[config.mk]
export PLATFORM = sky130hd
export DESIGN_NAME = adc_conversion_sequencer
export DESIGN_NICKNAME = d
export VERILOG_FILES = /design/src/adc_seq_pkg.sv /design/src/adc_conversion_sequencer.sv
export SDC_FILE = /design/constraint.sdc
export NUM_CORES = 1
export LEC_CHECK = 0
export BUFFER_PORTS_ARGS = -buffer_cell sky130_fd_sc_hd__buf_2
export CAP_MARGIN = 25
export CORE_MARGIN = 2
export CORE_UTILIZATION = 40
export DETAILED_ROUTE_END_ITERATION = 8
export GPL_TIMING_DRIVEN = 0
export MAX_ROUTING_LAYER = met4
export RECOVER_POWER = 100
export SYNTH_ARGS = -nofsm -noshare
export SYNTH_HDL_FRONTEND = slang
export SYNTH_SLANG_ARGS = --single-unit
[constraint.sdc]
create_clock -name pclk -period 4.2 [get_ports pclk]
set_input_delay 0.42 -clock pclk [delete_from_list [all_inputs] [get_ports pclk]]
set_output_delay 0.42 -clock pclk [all_outputs]
set_load 0.005 [all_outputs]
[src/adc_seq_pkg.sv]
package adc_seq_pkg;
  // register byte offsets on the apb window
  localparam logic [7:0] OFS_SC1 = 8'h00;
  localparam logic [7:0] OFS_SC2 = 8'h04;
  localparam logic [7:0] OFS_CFG = 8'h08;
  localparam logic [7:0] OFS_RH = 8'h0c;
  localparam logic [7:0] OFS_RL = 8'h10;
  localparam logic [7:0] OFS_CVH = 8'h14;
  localparam logic [7:0] OFS_CVL = 8'h18;
  // field positions
  localparam int SC1_CONVERSION_COMPLETE_FLAG = 7;
  localparam int SC1_COMPLETE_IRQ_ENABLE = 6;
  localparam int SC1_CONTINUOUS_CONVERT_ENABLE = 5;
  localparam int SC2_ACT = 7;
  localparam int SC2_TRG = 6;
  localparam int SC2_CMPEN = 5;
  localparam int SC2_GT = 4;
  localparam int CFG_LPC = 7;
  localparam int CFG_DIV_LO = 5;
  localparam int CFG_LSMP = 4;
  localparam int CFG_MODE_LO = 2;
  // values after reset
  localparam logic [4:0] CH_RST = 5'h1f;
  localparam logic [7:0] CFG_RST = 8'h00;
  localparam logic [1:0] CVH_RST = 2'h0;
  localparam logic [7:0] CVL_RST = 8'h00;
  localparam logic [9:0] RES_RST = 10'h000;
  // encodings
  localparam logic [4:0] CH_OFF = 5'h1f;
  localparam logic [1:0] MODE_10 = 2'h2;
  localparam logic [1:0] CLK_BUS2 = 2'h1;
  localparam logic [1:0] CLK_ALT = 2'h2;
  localparam logic [1:0] CLK_ASYNC = 2'h3;
  // timing, conversion clock cycles unless named otherwise
  localparam int PCLK_MHZ = 200;
  localparam int ASYNC_START_US = 5;
  localparam logic [9:0] ASYNC_START_CYC = 10'(ASYNC_START_US * PCLK_MHZ);
  localparam logic [9:0] BUS_OVERHEAD_CYC = 10'h005;
  localparam logic [9:0] FIRST_SETUP_CONVERSION_CLOCK = 10'h003;
  localparam logic [9:0] SAMPLE_SHORT_CONVERSION_CLOCK = 10'h004;
  localparam logic [9:0] SAMPLE_LONG_CONVERSION_CLOCK = 10'h018;
  localparam logic [9:0] SAR8_CONVERSION_CLOCK = 10'h00d;
  localparam logic [9:0] SAR10_CONVERSION_CLOCK = 10'h010;
  // sequencer states
  typedef enum logic [6:0] {
    S_IDLE = 7'h01,
    S_START = 7'h02,
    S_WARM = 7'h04,
    S_SETUP = 7'h08,
    S_SAMPLE = 7'h10,
    S_CONVERT = 7'h20,
    S_DONE = 7'h40
  } state_t;
endpackage

[src/adc_conversion_sequencer.sv]
// The APB slave port and the address map were chosen for this implementation.
`timescale 1ns/1ps
// How it works
// RQ1: software trigger starts on channel write
// RQ2: hardware trigger event starts a conversion
// RQ3: continuous mode relaunches after each transfer
// RQ4: complete flag set at transfer, irq gated
// RQ5: 10-bit half-read blocks and discards result
// RQ6: failed compare single conversion just stops
// RQ7: other blocked transfers start another conversion
// RQ8: software avoids result reads mid-conversion
// RQ9: control one write aborts, maybe restarts
// RQ10: mode register writes abort conversion
// RQ11: reset or stop without async aborts
// RQ12: abort keeps results, reset clears them
// RQ13: idle until started, async clock gated
// RQ14: sample short or long, then approximate
// RQ15: first conversion 20/23/40/43 plus 5 bus
// RQ16: async clock adds 5 us startup
// RQ17: later continuous conversions 17/20/37/40 cycles
// RQ18: continuous timing needs adequate bus clock
// RQ19: compare transfers result minus compare value
// RQ20: greater select picks ge, else lt
// RQ21: false compare leaves flag and results
// RQ22: wait mode never stops conversions
// RQ23: converter off in reset or channel ones
// RQ24: trigger rising edge, ignored when busy
// RQ25: high read locks, low read unlocks
module adc_conversion_sequencer #(
  parameter int ASYNC_DIV = 4
) (
  // apb slave
  input wire logic pclk,
  input wire logic presetn,
  input wire logic [7:0] paddr,
  input wire logic psel,
  input wire logic penable,
  input wire logic pwrite,
  input wire logic [31:0] pwdata,
  output logic [31:0] prdata,
  output logic pready,
  output logic pslverr,
  // trigger, clocks and mode inputs
  input wire logic hw_trigger_input,
  input wire logic alt_clk_in,
  input wire logic stop_mode,
  // analog front end
  input wire logic [9:0] analog_result,
  output logic [4:0] channel_out,
  output logic sample_active,
  output logic converter_enable,
  output logic async_clk_enable,
  output logic low_power_out,
  output logic conversion_irq
);
  import adc_seq_pkg::*;

  state_t st_r, st_nxt;
  logic [9:0] cnt_r, cnt_nxt;
  logic conversion_complete_flag_r, complete_irq_enable_r, continuous_convert_enable_r, trg_r, cmpen_r, gt_r, lock_r;
  logic [4:0] ch_r;
  logic [7:0] cfg_r, cvl_r;
  logic [1:0] cvh_r;
  logic [9:0] res_r, held_r;
  logic [9:0] ana_s1_r, ana_s2_r;
  logic trig_s1_r, trig_s2_r, trig_s3_r;
  logic alt_s1_r, alt_s2_r, alt_s3_r;
  logic half_r;
  logic [2:0] div_r;
  logic [7:0] osc_r;
  logic [31:0] rdata_nxt;
  logic pready_r, pslverr_r;
  logic [31:0] prdata_r;
  logic irq_r, samp_r, conv_en_r, async_en_r;
  logic [4:0] chan_r;

  // apb decode; reads and writes act only at the completing access edge
  wire setup = psel & ~penable;
  wire acc = psel & penable & pready_r;
  wire wr = acc & pwrite;
  wire rd = acc & ~pwrite;
  wire hit_sc1 = paddr == OFS_SC1;
  wire hit_sc2 = paddr == OFS_SC2;
  wire hit_cfg = paddr == OFS_CFG;
  wire hit_rh = paddr == OFS_RH;
  wire hit_rl = paddr == OFS_RL;
  wire hit_cvh = paddr == OFS_CVH;
  wire hit_cvl = paddr == OFS_CVL;
  wire mapped = hit_sc1 | hit_sc2 | hit_cfg | hit_rh | hit_rl | hit_cvh | hit_cvl;
  wire wr_sc1 = wr & hit_sc1;
  wire wr_sc2 = wr & hit_sc2;
  wire wr_cfg = wr & hit_cfg;
  wire wr_cvh = wr & hit_cvh;
  wire wr_cvl = wr & hit_cvl;
  wire rd_rh = rd & hit_rh;
  wire rd_rl = rd & hit_rl;

  // configuration fields
  wire mode10 = cfg_r[CFG_MODE_LO +: 2] == MODE_10;
  wire long_smp = cfg_r[CFG_LSMP];
  wire [1:0] clk_sel = cfg_r[1:0];
  wire [1:0] div_sel = cfg_r[CFG_DIV_LO +: 2];
  wire idle = st_r == S_IDLE;
  wire [9:0] sample_len = long_smp ? SAMPLE_LONG_CONVERSION_CLOCK : SAMPLE_SHORT_CONVERSION_CLOCK; // RQ14
  wire [9:0] sar_len = mode10 ? SAR10_CONVERSION_CLOCK : SAR8_CONVERSION_CLOCK; // RQ15 RQ17

  // aborts and starts; stop without the async clock aborts the conversion to idle
  // with the async clock selected a stop leaves conversions running
  wire stop_block = stop_mode & (clk_sel != CLK_ASYNC);
  wire mode_wr = wr_sc2 | wr_cfg | wr_cvh | wr_cvl; // RQ10
  wire abort_any = wr_sc1 | mode_wr | (stop_block & ~idle); // RQ9 RQ11
  wire sw_start = wr_sc1 & ~trg_r & (pwdata[4:0] != CH_OFF) & ~stop_block; // RQ1 RQ9
  wire trig_edge = trig_s2_r & ~trig_s3_r;
  wire hw_start = trig_edge & trg_r & idle & (ch_r != CH_OFF) & ~stop_block; // RQ2 RQ24

  // conversion clock: source select then power-of-two divide
  wire alt_tick = alt_s2_r & ~alt_s3_r;
  wire osc_tick = async_en_r & (osc_r == 8'(ASYNC_DIV - 1));
  wire src_tick = (clk_sel == CLK_ASYNC) ? osc_tick :
                  (clk_sel == CLK_ALT) ? alt_tick :
                  (clk_sel == CLK_BUS2) ? half_r : 1'b1;
  wire [2:0] div_max = (div_sel == 2'h0) ? 3'h0 :
                       (div_sel == 2'h1) ? 3'h1 :
                       (div_sel == 2'h2) ? 3'h3 : 3'h7;
  // every tick is a whole pclk, so sample time holds whatever the divide
  wire conversion_clock = src_tick & (div_r == div_max); // RQ18
  wire [2:0] div_nxt = idle ? 3'h0 : (conversion_clock ? 3'h0 : (src_tick ? div_r + 3'h1 : div_r));
  wire [7:0] osc_nxt = (~async_en_r | osc_tick) ? 8'h00 : osc_r + 8'h01;
  wire cnt_zero = cnt_r == 10'h000;

  // compare path: add two's complement of the compare value
  wire [9:0] raw = mode10 ? held_r : {2'b00, held_r[9:2]};
  wire [9:0] cv = mode10 ? {cvh_r, cvl_r} : {2'b00, cvl_r};
  wire [10:0] diff = {1'b0, raw} + {1'b0, ~cv} + 11'h001; // RQ19
  wire raw_ge = diff[10];
  wire cond = gt_r ? raw_ge : ~raw_ge; // RQ20
  wire [9:0] cmp_data = mode10 ? diff[9:0] : {2'b00, diff[7:0]};
  wire [9:0] xfer_data = cmpen_r ? cmp_data : raw; // RQ19

  // completion decision, taken on the last approximation tick;
  // no extra cycle, so back-to-back conversions keep the tick count
  wire done = (st_r == S_CONVERT) & conversion_clock & cnt_zero;
  wire cmp_fail = cmpen_r & ~cond;
  wire blocked = mode10 & lock_r;
  wire xfer = done & ~cmp_fail & ~blocked & ~abort_any; // RQ4 RQ5 RQ21
  wire again = continuous_convert_enable_r | (blocked & ~cmp_fail); // RQ3 RQ6 RQ7

  // status flags; a new completion beats a clear in the same cycle
  // reading the low byte acknowledges the flag as well
  wire conversion_complete_flag_clr = wr_sc1 | rd_rl;
  wire conversion_complete_flag_nxt = xfer | (conversion_complete_flag_r & ~conversion_complete_flag_clr); // RQ4
  wire lock_nxt = (rd_rh & mode10) | (lock_r & ~rd_rl); // RQ25
  // results move only on a completed transfer; aborts leave them
  wire [9:0] res_nxt = xfer ? xfer_data : res_r; // RQ12
  wire complete_irq_enable_nxt = wr_sc1 ? pwdata[SC1_COMPLETE_IRQ_ENABLE] : complete_irq_enable_r;
  wire [4:0] ch_nxt = wr_sc1 ? pwdata[4:0] : ch_r;
  wire [9:0] held_nxt = (st_r == S_SAMPLE) & conversion_clock & cnt_zero ? ana_s2_r : held_r;

  // sequencer; wait mode has no input here, so conversions simply run on
  always_comb begin // RQ22
    st_nxt = st_r;
    cnt_nxt = cnt_r;
    if (abort_any) begin
      st_nxt = sw_start ? S_START : S_IDLE;
      cnt_nxt = BUS_OVERHEAD_CYC - 10'h001;
    end else begin
      case (st_r)
        S_IDLE: begin // RQ13
          if (hw_start) begin
            st_nxt = S_START;
            cnt_nxt = BUS_OVERHEAD_CYC - 10'h001;
          end
        end
        // five bus cycles of start overhead ahead of the first tick
        S_START: begin // RQ15
          if (!cnt_zero) begin
            cnt_nxt = cnt_r - 10'h001;
          end else if (clk_sel == CLK_ASYNC) begin
            st_nxt = S_WARM;
            cnt_nxt = ASYNC_START_CYC - 10'h001;
          end else begin
            st_nxt = S_SETUP;
            cnt_nxt = FIRST_SETUP_CONVERSION_CLOCK - 10'h001;
          end
        end
        S_WARM: begin // RQ16
          if (!cnt_zero) begin
            cnt_nxt = cnt_r - 10'h001;
          end else begin
            st_nxt = S_SETUP;
            cnt_nxt = FIRST_SETUP_CONVERSION_CLOCK - 10'h001;
          end
        end
        S_SETUP: begin
          if (conversion_clock && cnt_zero) begin
            st_nxt = S_SAMPLE;
            cnt_nxt = sample_len - 10'h001;
          end else if (conversion_clock) begin
            cnt_nxt = cnt_r - 10'h001;
          end
        end
        S_SAMPLE: begin // RQ14
          if (conversion_clock && cnt_zero) begin
            st_nxt = S_CONVERT;
            cnt_nxt = sar_len - 10'h001;
          end else if (conversion_clock) begin
            cnt_nxt = cnt_r - 10'h001;
          end
        end
        // the transfer edge goes straight back to sampling when relaunching
        S_CONVERT: begin // RQ3 RQ7 RQ17
          if (done && again) begin
            st_nxt = S_SAMPLE;
            cnt_nxt = sample_len - 10'h001;
          end else if (done) begin
            st_nxt = S_IDLE;
          end else if (conversion_clock) begin
            cnt_nxt = cnt_r - 10'h001;
          end
        end
        default: begin
          st_nxt = S_IDLE;
          cnt_nxt = 10'h000;
        end
      endcase
    end
  end

  // read mux, sampled in the setup cycle so prdata comes from a flop
  always_comb begin
    rdata_nxt = 32'h0000_0000;
    case (1'b1)
      hit_sc1: rdata_nxt[7:0] = {conversion_complete_flag_r, complete_irq_enable_r, continuous_convert_enable_r, ch_r};
      hit_sc2: rdata_nxt[7:0] = {~idle, trg_r, cmpen_r, gt_r, 4'h0};
      hit_cfg: rdata_nxt[7:0] = cfg_r;
      hit_rh: rdata_nxt[7:0] = {6'h00, res_r[9:8]};
      hit_rl: rdata_nxt[7:0] = res_r[7:0];
      hit_cvh: rdata_nxt[7:0] = {6'h00, cvh_r};
      hit_cvl: rdata_nxt[7:0] = cvl_r;
      default: rdata_nxt = 32'h0000_0000;
    endcase
  end

  // two-flop synchronisers; the edge detectors compare the second stage with a third flop
  always_ff @(posedge pclk or negedge presetn) begin
    if (!presetn) begin
      {trig_s1_r, trig_s2_r, trig_s3_r} <= 3'h0;
      {alt_s1_r, alt_s2_r, alt_s3_r} <= 3'h0;
      ana_s1_r <= 10'h000;
      ana_s2_r <= 10'h000;
    end else begin
      {trig_s1_r, trig_s2_r, trig_s3_r} <= {hw_trigger_input, trig_s1_r, trig_s2_r};
      {alt_s1_r, alt_s2_r, alt_s3_r} <= {alt_clk_in, alt_s1_r, alt_s2_r};
      ana_s1_r <= analog_result;
      ana_s2_r <= ana_s1_r;
    end
  end

  // sequencer and clock divider state
  always_ff @(posedge pclk or negedge presetn) begin
    if (!presetn) begin
      st_r <= S_IDLE; // RQ11
      cnt_r <= 10'h000;
      div_r <= 3'h0;
      osc_r <= 8'h00;
      half_r <= 1'b0;
      held_r <= 10'h000;
    end else begin
      st_r <= st_nxt;
      cnt_r <= cnt_nxt;
      div_r <= div_nxt;
      osc_r <= osc_nxt;
      half_r <= ~half_r;
      held_r <= held_nxt;
    end
  end

  // software registers and result holding
  always_ff @(posedge pclk or negedge presetn) begin
    if (!presetn) begin
      ch_r <= CH_RST;
      {conversion_complete_flag_r, complete_irq_enable_r, continuous_convert_enable_r} <= 3'h0;
      {trg_r, cmpen_r, gt_r} <= 3'h0;
      cfg_r <= CFG_RST;
      cvh_r <= CVH_RST;
      cvl_r <= CVL_RST;
      res_r <= RES_RST; // RQ12
      lock_r <= 1'b0;
    end else begin
      ch_r <= ch_nxt;
      conversion_complete_flag_r <= conversion_complete_flag_nxt;
      complete_irq_enable_r <= complete_irq_enable_nxt;
      continuous_convert_enable_r <= wr_sc1 ? pwdata[SC1_CONTINUOUS_CONVERT_ENABLE] : continuous_convert_enable_r;
      {trg_r, cmpen_r, gt_r} <= wr_sc2 ? pwdata[SC2_TRG:SC2_GT] : {trg_r, cmpen_r, gt_r};
      cfg_r <= wr_cfg ? pwdata[7:0] : cfg_r;
      cvh_r <= wr_cvh ? pwdata[1:0] : cvh_r;
      cvl_r <= wr_cvl ? pwdata[7:0] : cvl_r;
      res_r <= res_nxt;
      lock_r <= lock_nxt; // RQ5
    end
  end

  // registered apb answer: ready in every access cycle, error if unmapped
  // unmapped addresses read zero and drop writes
  always_ff @(posedge pclk or negedge presetn) begin
    if (!presetn) begin
      prdata_r <= 32'h0000_0000;
      pready_r <= 1'b0;
      pslverr_r <= 1'b0;
    end else begin
      prdata_r <= setup ? rdata_nxt : prdata_r;
      pready_r <= setup;
      pslverr_r <= setup & ~mapped;
    end
  end

  // front-end controls; async oscillator only runs while converting
  always_ff @(posedge pclk or negedge presetn) begin
    if (!presetn) begin
      irq_r <= 1'b0;
      samp_r <= 1'b0;
      conv_en_r <= 1'b0; // RQ23
      async_en_r <= 1'b0;
      chan_r <= CH_RST;
    end else begin
      irq_r <= conversion_complete_flag_nxt & complete_irq_enable_nxt; // RQ4 RQ22
      samp_r <= st_nxt == S_SAMPLE;
      conv_en_r <= ch_nxt != CH_OFF; // RQ23
      async_en_r <= (clk_sel == CLK_ASYNC) & (st_nxt != S_IDLE); // RQ13
      chan_r <= ch_nxt;
    end
  end

  assign prdata = prdata_r;
  assign pready = pready_r;
  assign pslverr = pslverr_r;
  assign conversion_irq = irq_r;
  assign sample_active = samp_r;
  assign converter_enable = conv_en_r;
  assign async_clk_enable = async_en_r;
  assign channel_out = chan_r;
  assign low_power_out = cfg_r[CFG_LPC];
endmodule

# [Yosys cells after proc, flatten, opt, wreduce, memory -nomap -nowiden]
# Index checks and enable logic that the tools add are counted.
[word_totals] out_inout_bits=44 wordCells=198 input_bits=58 reg_bits=119
[classes] eq_ne=28 n_mux=48 n_addsub=7 reduce_logical=7 bitwise_logic=75
[ops] operator="two-way mux 10 bit" n=14
[ops] operator="two-way mux 8 bit" n=8
[ops] operator="case mux 10 bit (6 select lines)" n=1
[ops] operator="two-way mux 7 bit" n=8
[ops] operator="case mux 7 bit (6 select lines)" n=1
[ops] operator="bitwise AND 1 bit" n=41
[ops] operator="== test 8 x 5 -> 1 bit, second input constant" n=3
[ops] operator="two-way mux 3 bit" n=6
[ops] operator="inverter 1 bit" n=17
[ops] operator="== test 8 x 4 -> 1 bit, second input constant" n=2
[ops] operator="OR 1 bit" n=16
[ops] operator="two-way mux 5 bit" n=3
[ops] operator="inequality test 5 bit, second input constant" n=3
[ops] operator="== test 7 x 5 -> 1 bit, second input constant" n=2
[ops] operator="subtractor 5 x 1 -> 6 bit, second input constant" n=2
[ops] operator="adder 10 x 10 -> 11 bit" n=1
[ops] operator="adder 11 x 1 -> 11 bit, second input constant" n=1
[ops] operator="logical NOT 10 bit" n=1
[ops] operator="inverter 10 bit" n=1
[ops] operator="subtractor 10 x 1 -> 10 bit, second input constant" n=1
[ops] operator="adder 8 x 1 -> 8 bit, second input constant" n=1
[ops] operator="== test 2 bit, second input constant" n=4
[ops] operator="== test 8 x 2 -> 1 bit, second input constant" n=1
[ops] operator="== test 8 x 3 -> 1 bit, second input constant" n=1
[ops] operator="other kinds (20)" n=26

# [Logic depth before layout (Yosys ltp)]
# Gate-level depths: netlist of run 1.
[depth] depth_word=18 ltp_mapped=15 ltp_nobuf=12

# [Worst setup path before layout of run 1]
# Ideal clock, no wire load.
[synth_timing] kind="register to register" from="register cfg_r[2]" to="register res_r[3]" setup_ns=0.128 required_time_ns=4.072 period_less_slack_ns=3.168 n_path_buf=3 stages_incl_launch_ff=14 slack_ns=1.032 arrival_time_ns=3.041 path_cell_list="dfrtp_1 -> nor2b_1 -> clkbuf_1 -> clkbuf_1 -> nand2_1 -> nand2_1 -> fa_1 -> a211oi_1 -> or4_1 -> and2_4 -> a21o_1 -> a311o_1 -> buf_2 -> mux2_1"
[synth_between] elab_chain_len=13 word_cells_on_any_way=18 cone_classes="2 x add/sub; 1 x eq/ne; 5 x mux; 10 x bitwise"
[synth_rtl] item="from (decl)" line_no="adc_conversion_sequencer.sv:62" rtl="logic [7:0] cfg_r, cvl_r;"
[synth_rtl] item="from (signal assigned)" line_no="adc_conversion_sequencer.sv:295" rtl="cfg_r <= wr_cfg ? pwdata[7:0] : cfg_r;"
[synth_rtl] item="== test 2 bit (*)" line_no="adc_conversion_sequencer.sv:99" rtl="wire mode10 = cfg_r[CFG_MODE_LO +: 2] == MODE_10;"
[synth_rtl] item="two-way mux 10 bit" line_no="adc_conversion_sequencer.sv:133" rtl="wire [9:0] cv = mode10 ? {cvh_r, cvl_r} : {2'b00, cvl_r};"
[synth_rtl] item="inverter 10 bit" line_no="adc_conversion_sequencer.sv:134" rtl="wire [10:0] diff = {1'b0, raw} + {1'b0, ~cv} + 11'h001;"
[synth_rtl] item="adder 10 x 10 -> 11 bit" line_no="adc_conversion_sequencer.sv:134"
[synth_rtl] item="adder 11 x 1 -> 11 bit" line_no="adc_conversion_sequencer.sv:134"
[synth_rtl] item="inverter 1 bit" line_no="adc_conversion_sequencer.sv:136" rtl="wire cond = gt_r ? raw_ge : ~raw_ge;"
[synth_rtl] item="two-way mux 1 bit" line_no="adc_conversion_sequencer.sv:136"
[synth_rtl] item="inverter 1 bit" line_no="adc_conversion_sequencer.sv:143" rtl="wire cmp_fail = cmpen_r & ~cond;"
[synth_rtl] item="bitwise AND 1 bit" line_no="adc_conversion_sequencer.sv:143"
[synth_rtl] item="inverter 1 bit" line_no="adc_conversion_sequencer.sv:145" rtl="wire xfer = done & ~cmp_fail & ~blocked & ~abort_any;"
[synth_rtl] item="bitwise AND 1 bit (3 in series)" line_no="adc_conversion_sequencer.sv:145"
[synth_rtl] item="to (signal assigned)" line_no="adc_conversion_sequencer.sv:298" rtl="res_r <= res_nxt;"
[synth_rtl] item="to (decl)" line_no="adc_conversion_sequencer.sv:64" rtl="logic [9:0] res_r, held_r;"
# Every way passes the cells marked *; elsewhere a longest branch is shown, timed or not.
# A chain may end at the register's enable or synchronous reset.

# [Worst setup path in the final report of run 1]
[layout_timing] from="register cfg_r[3]" to="register res_r[8]"
# The elaborated chain is that of the path after synthesis.

==> results of run 1 <==
[synthesized netlist by cell type, drive strengths merged (4+ instances only)]
cell and count:
o21ai 54, ha 13, a21o 6, nor4 5, and2 7, a211o 4, xor2 10, o31ai 5
a21oi 32, a22oi 5, clkbuf 20, dfstp 6, mux2i 5, nor2b 8, or2 4, xnor2 7
or3 9, nand2 88, nand4 4, a211oi 7, o22ai 6, nand2b 7, mux2 36, nor3 16
and3 8, nand3b 4, buf 31, nor2 47, dfrtp 113, inv 20, o21a 7, or4 5
nand3 18
[kinds of logic (layout without fill, tap and decap cells)]
logic type,after synthesis,after routing,share of synthesized area [%]
adder cells (fa/ha/maj),14,14,2.84
AO/OA/AOI/OAI,164,164,16.6
other,1,25,0.0582
multiplexers,41,41,7.07
AND/OR/NAND/NOR,244,244,19.0
flip-flops,119,119,46.3
buffers and inverters,71,157,5.73
XOR/XNOR,17,17,2.31
[cells in the final DEF, fill, tap and decap left out, types with 18 or more instances in the layout]
cell type / n
buf_2: 48
buf_4: 24
inv_1: 20
conb_1: 25
nand3_1: 18
dfrtp_1: 113
nand2_1: 88
nor2_1: 46
o21ai_0: 52
clkbuf_1: 31
mux2_2: 28
a21oi_1: 32
[metrics by stage]
step	utilization, %	instances	setup slack [ns]
finish	48.2	997	0.269
global route	48.2	997	0.0620
CTS	48.6	997	0.156
detailed placement	44.8	964	0.188
global placement	44.6	963	0.166
floorplan	-	695	1.03
[power groups by stage]
stage / logic (mW) / registers (mW) / clock network, mW
2_1_floorplan: 0.103 / 1.19 / 0
6_report: 0.179 / 1.18 / 1.43
4_1_cts: 0.182 / 1.18 / 1.46
5_1_grt: 0.200 / 1.18 / 1.52
3_3_place_gp: 0.175 / 1.20 / 0
3_5_place_dp: 0.180 / 1.20 / 0
[cell type report]
type / instances / share of cell area [%]
Multi-Input combinational cell: 505 / 41.4
Inverter: 20 / 0.985
Sequential cell: 119 / 39.2
Clock buffer: 17 / 5.58
Tap cell: 216 / 3.55
Clock inverter: 15 / 2.07
Timing Repair Buffer: 54 / 3.51
Buffer: 51 / 3.76
[per-layer routing]
metal / global-route usage [%] / routed length, um
met2: 33.3 / 7970
met1: 25.8 / 7180
met5: - / 0
met4: 7.70 / 302
met3: 4.80 / 791
[registers in the layout (all words and copies together) (netlist names), 7 cells and up]
signal and count:
ana_s1_r 10, ana_s2_r 10, cfg_r 8, cnt_r 10, cvl_r 8, held_r 10, osc_r 8, prdata 8
res_r 10, st_r 7
[path summary, 6_finish.rpt]
path	from	end	slack, ns	cells after the start
worst max register to register	cfg_r[3]	res_r[8]	0.27	14
worst min-delay path	analog_result[5]	ana_s1_r[5]	0.10	1
min in group asynchronous	presetn	osc_r[4]	1.02	2
worst max-delay path	cfg_r[3]	res_r[8]	0.27	14
worst min register to register	ana_s1_r[1]	ana_s2_r[1]	0.35	0
max in group asynchronous	presetn	cvh_r[1]	1.08	3
[what timing repair did]
action,4_1_cts,5_1_grt
hold endpoints to repair,33,0
gates resized for setup,0,1
endpoints found under the setup margin,0,5
setup buffers,0,0
hold buffers,1,0
==> flow_metrics.tcl, run 1 <==
set metrics [dict create \
    status "finished with violations" \
    failed_checks "max-capacitance violations, max-slew violations" \
    timing.max_cap.violations 1 \
    dpl_cell_area_um2 7100 \
    die_w_um 131 \
    place_congestion 0.915 \
    path_clk_slew_ns 0.06 \
    core_area_um2 15800 \
    dp_hpwl_um 12200 \
    diodes 0 \
    die_h_um 131 \
    yosysUniqueCellTypes 76 \
    ir_worst_vdd_v 0.000412 \
    ys_seq_area_share_pct 46.3 \
    holdWs_ns 0.102 \
    io_buffers 52 \
    grt_pass1_vias 5244 \
    cellPowerDensity_nw_per_um2 365 \
    drive_gt1_share_pct 18.6 \
    fin_nets 840 \
    fin_crit_ns 3.93 \
    drc_errors 0 \
    cts_buffer_depth 2 \
    crit_arrival_ns 4.21 \
    synth_area_leaders "dfrtp_1 44%, mux2_2 5.4%, nand2_1 5.1%" \
    vias_per_cell 5.43 \
    clkPwrFrac_pct 51.3 \
    fill_cells 1506 \
    critical_path_class "flop to flop" \
    setup_tns_ns 0 \
    p_seq_share_pct 42.3 \
    end_kind "flop" \
    fmax_mhz 254 \
    clock_skew_ns 0.00975 \
    cp-start-kind "flop" \
    drt-total-wl_um 16300 \
    worst_slew_pin_slew_ns 1.80 \
    p_int_mw 2.07 \
    ys_async_sr_fraction_pct 100 \
    rsz0062_at_grt "false" \
    area.sequential_um2 2990 \
    synth_cells 671 \
    synthFlopType "dfrtp_1" \
    slew_violations 35 \
    finalHoldViolations 0 \
    placementRows 46 \
    synth_area_um2 6440 \
    wl_per_cell_um 16.3 \
    p_total_mw 2.78 \
    drt.antenna.violating_nets 0 \
    avgSynthCellArea_um2 9.60 \
    p_sw_uw 715 \
    grt-ovfl-total 0 \
    ys.warnings.count 0 \
    finalInstanceArea_um2 7620 \
    timing.final.crit_share_pct 93.6 \
    area_growth_pct 18.3 \
    cts_tree "yes" \
    leakage_nw 3.60 \
    die-area_um2 17100 \
    start_util_pct 40.7 \
    slowest_stage "or4_1" \
    crit_path_max_incr_delay_ns 0.56 \
    required_ns 4.48 \
    crit_buf_inv 4 \
    track_usage_pct 20.8 \
    synth_top_area_share_pct 43.9 \
    grt_pass1_wl_um 26400 \
    cp_max_fo 10 \
    cts_sinks 119 \
    crit_family "simple AND/OR/NAND/NOR gates" \
    power_frac_comb_pct 6.4 \
    multi_input_area_um2 3150 \
    antenna_found_initial 0 \
    synth-edff-count 0 \
    clock_latency_ns 0.42 \
    io-pin-count 102 \
    htree_levels 4 \
    crit_chain "nor2b_1 -> clkbuf_1 -> clkbuf_1 -> nand2_1 -> ha_1 -> nand4_1 -> or4_1 -> and2_4 -> a21o_1 -> a311o_1 -> buf_2 -> buf_2 -> nand2_1 -> o31ai_1" \
    cts_root_buffer "clkbuf_16" \
    hold_class "input port to flop" \
    drt-pass1-iter-count 7 \
    setup-violations-final 0 \
    yosysTopAreaCell "dfrtp_1" \
    ys_ff_latch 119 \
    switching_share_pct 25.7 \
    drt_iter0_markers 327 \
    grt_max_degree 87 \
    cts_made_buffers 17 \
    relSlewSlack_pct -20.2 \
    vias 5418 \
]
Power figures use the tool's default switching activity.
==> run 2, diff against run 1 <==
- CELL_PAD_IN_SITES_DETAIL_PLACEMENT: not set -> 1
- CELL_PAD_IN_SITES_GLOBAL_PLACEMENT: not set -> 2
- CORE_UTILIZATION: 40 -> 36
- HOLD_SLACK_MARGIN: not set -> 0.05
- PLACE_DENSITY_LB_ADDON: not set -> 0.1
==> run 2 against run 1 <==
Compared with the run above: non-clock buffer count unchanged; worst hold slack worse by 0.0073 ns; die area rose by 11%; the flow still finishes with violations (max-capacitance violations, max-slew violations); setup slack better by 0.030 ns; sequential power barely moved; via count is 1.9% higher; clock-buffer cell count rose by 1; highest routed layer unchanged; combinational power increased by 5%.
==> flow_metrics.tcl, run 2 (synthesis results as in run 1) <==
set metrics [dict create \
    die_w_um 138 \
    die_h_um 138 \
    drt.antenna.violating_nets 0 \
    crit_arrival_ns 4.19 \
    rsz0062_at_grt "false" \
    final_cell_mix "113 x dfrtp_1, 88 x nand2_1, 52 x o21ai_0, 48 x buf_2, 46 x nor2_1" \
    worst_slew_pin_slew_ns 2.57 \
    cts_root_buffer "clkbuf_16" \
    cts_buffer_depth 2 \
    vias_per_cell 5.49 \
    p_int_mw 2.12 \
    dpl_cell_area_um2 7110 \
    final_common_cell "dfrtp_1" \
    die-area_um2 19000 \
    cts_made_buffers 17 \
    setup-violations-final 0 \
    wl_per_cell_um 19.3 \
    clock_skew_ns 0.0102 \
    p_sw_uw 733 \
    fmax_mhz 256 \
    placementRows 48 \
    hold_class "input port to flop" \
    leakage_nw 3.62 \
    ir_worst_vdd_v 0.000328 \
    timing.final.crit_share_pct 92.9 \
    fin_nets 840 \
    start_util_pct 37.0 \
    clock_latency_ns 0.42 \
    cellPowerDensity_nw_per_um2 373 \
    required_ns 4.49 \
    dp_hpwl_um 14500 \
    area_growth_pct 18.9 \
    power_frac_comb_pct 6.6 \
    cts_tree "yes" \
    p_total_mw 2.86 \
    drt_iter0_markers 258 \
    switching_share_pct 25.7 \
    cp_max_fo 10 \
    fin_crit_ns 3.90 \
    drc_errors 0 \
    drt-pass1-iter-count 4 \
    finalHoldViolations 0 \
    diodes 0 \
    grt_max_degree 78 \
    critical_path_class "flop to flop" \
    core_area_um2 17400 \
    drive_gt1_share_pct 18.6 \
    htree_levels 4 \
    vias 5521 \
    relSlewSlack_pct -71.4 \
    finalInstanceArea_um2 7660 \
    failed_checks "max-capacitance violations, max-slew violations" \
    end_kind "flop" \
    track_usage_pct 22.5 \
    status "finished with violations" \
    grt-ovfl-total 0 \
    post_cts_buffers 0 \
    drt-total-wl_um 19400 \
    setup_tns_ns 0 \
    timing.max_cap.violations 1 \
    cts_sinks 119 \
    cp-start-kind "flop" \
    p_seq_share_pct 41.2 \
    place_congestion 0.914 \
    io_buffers 52 \
    grt_pass1_wl_um 31200 \
    antenna_found_initial 0 \
    io-pin-count 102 \
    path_clk_slew_ns 0.06 \
    grt_pass1_vias 5821 \
    slew_violations 43 \
    clkPwrFrac_pct 52.2 \
    holdWs_ns 0.0949 \
]
## run 2: cell count changes in the layout (fill, tap and decap cells not counted)
| cell | before | now |
|---|---|---|
| inv_6 | 4 | 6 |
| and2_0 | 2 | 1 |
| clkbuf_2 | 0 | 1 |
| buf_16 | 0 | 1 |
| inv_8 | 5 | 1 |
| and2_1 | 4 | 5 |
| clkinvlp_4 | 3 | 1 |
| clkinv_4 | 1 | 3 |
| bufinv_16 | 1 | 2 |
| clkbuf_4 | 1 | 0 |
## run 2: cell type report
class / count / area, um^2
Inverter: 20 / 75.1
Tap cell: 225 / 282
Buffer: 51 / 288
Multi-Input combinational cell: 505 / 3150
Timing Repair Buffer: 54 / 288
Clock buffer: 18 / 429
Clock inverter: 14 / 163
Fill cell: 2065 / 9750
Sequential cell: 119 / 2990
## run 2: power by group through the flow
stage,Clock (mW),Combinational (mW),Sequential (mW)
floorplan,0,0.103,1.19
global placement,0,0.180,1.20
detailed placement,0,0.187,1.20
CTS,1.52,0.189,1.18
global route,1.58,0.209,1.18
finish,1.49,0.188,1.18
## run 2: critical path, cell delays in order (launching register included)
cell and delay, ns:
dfrtp_1 0.39, nor2b_1 0.14, clkbuf_2 0.23, clkbuf_1 0.43, nand2_1 0.21, ha_1 0.42
nand4_1 0.12, or4_1 0.58, and2_4 0.19, a211o_1 0.33, a21o_1 0.30, o41ai_1 0.41
## run 2: timing repair
action                     CTS  global route
hold endpoints to repair    41             0
resized for setup            1             2
hold buffers                 1             0
setup endpoints to repair    8            18
## run 2: through the flow
| step | utilization, % | setup WS (ns) | std cells |
|---|---|---|---|
| 2_1_floorplan | - | 1.03 | 695 |
| 3_3_place_gp | 40.6 | 0.0677 | 972 |
| 3_5_place_dp | 40.8 | -0.0946 | 973 |
| 4_1_cts | 44.3 | 0.0736 | 1006 |
| 5_1_grt | 44.0 | 0.0397 | 1006 |
| 6_report | 44.0 | 0.299 | 1006 |
## run 2: path summary, 6_finish.rpt
check / from / end / slack, ns / cells past startpoint
max: cfg_r[3] / cnt_r[8] / 0.30 / 11
min: analog_result[0] / ana_s1_r[0] / 0.09 / 1
max reg2reg: cfg_r[3] / cnt_r[8] / 0.30 / 11
min reg2reg: ana_s1_r[4] / ana_s2_r[4] / 0.35 / 0
max in group asynchronous: presetn / held_r[7] / 1.37 / 2
min in group asynchronous: presetn / osc_r[4] / 1.35 / 2
## run 2: layer usage
metal,vias up,wire length [um],global-route usage [%]
met5,-,0,-
met4,0,429,8.05
met3,35,677,4.78
met2,110,9820,37.8
met1,2813,8520,26.8
li1,2563,-,-
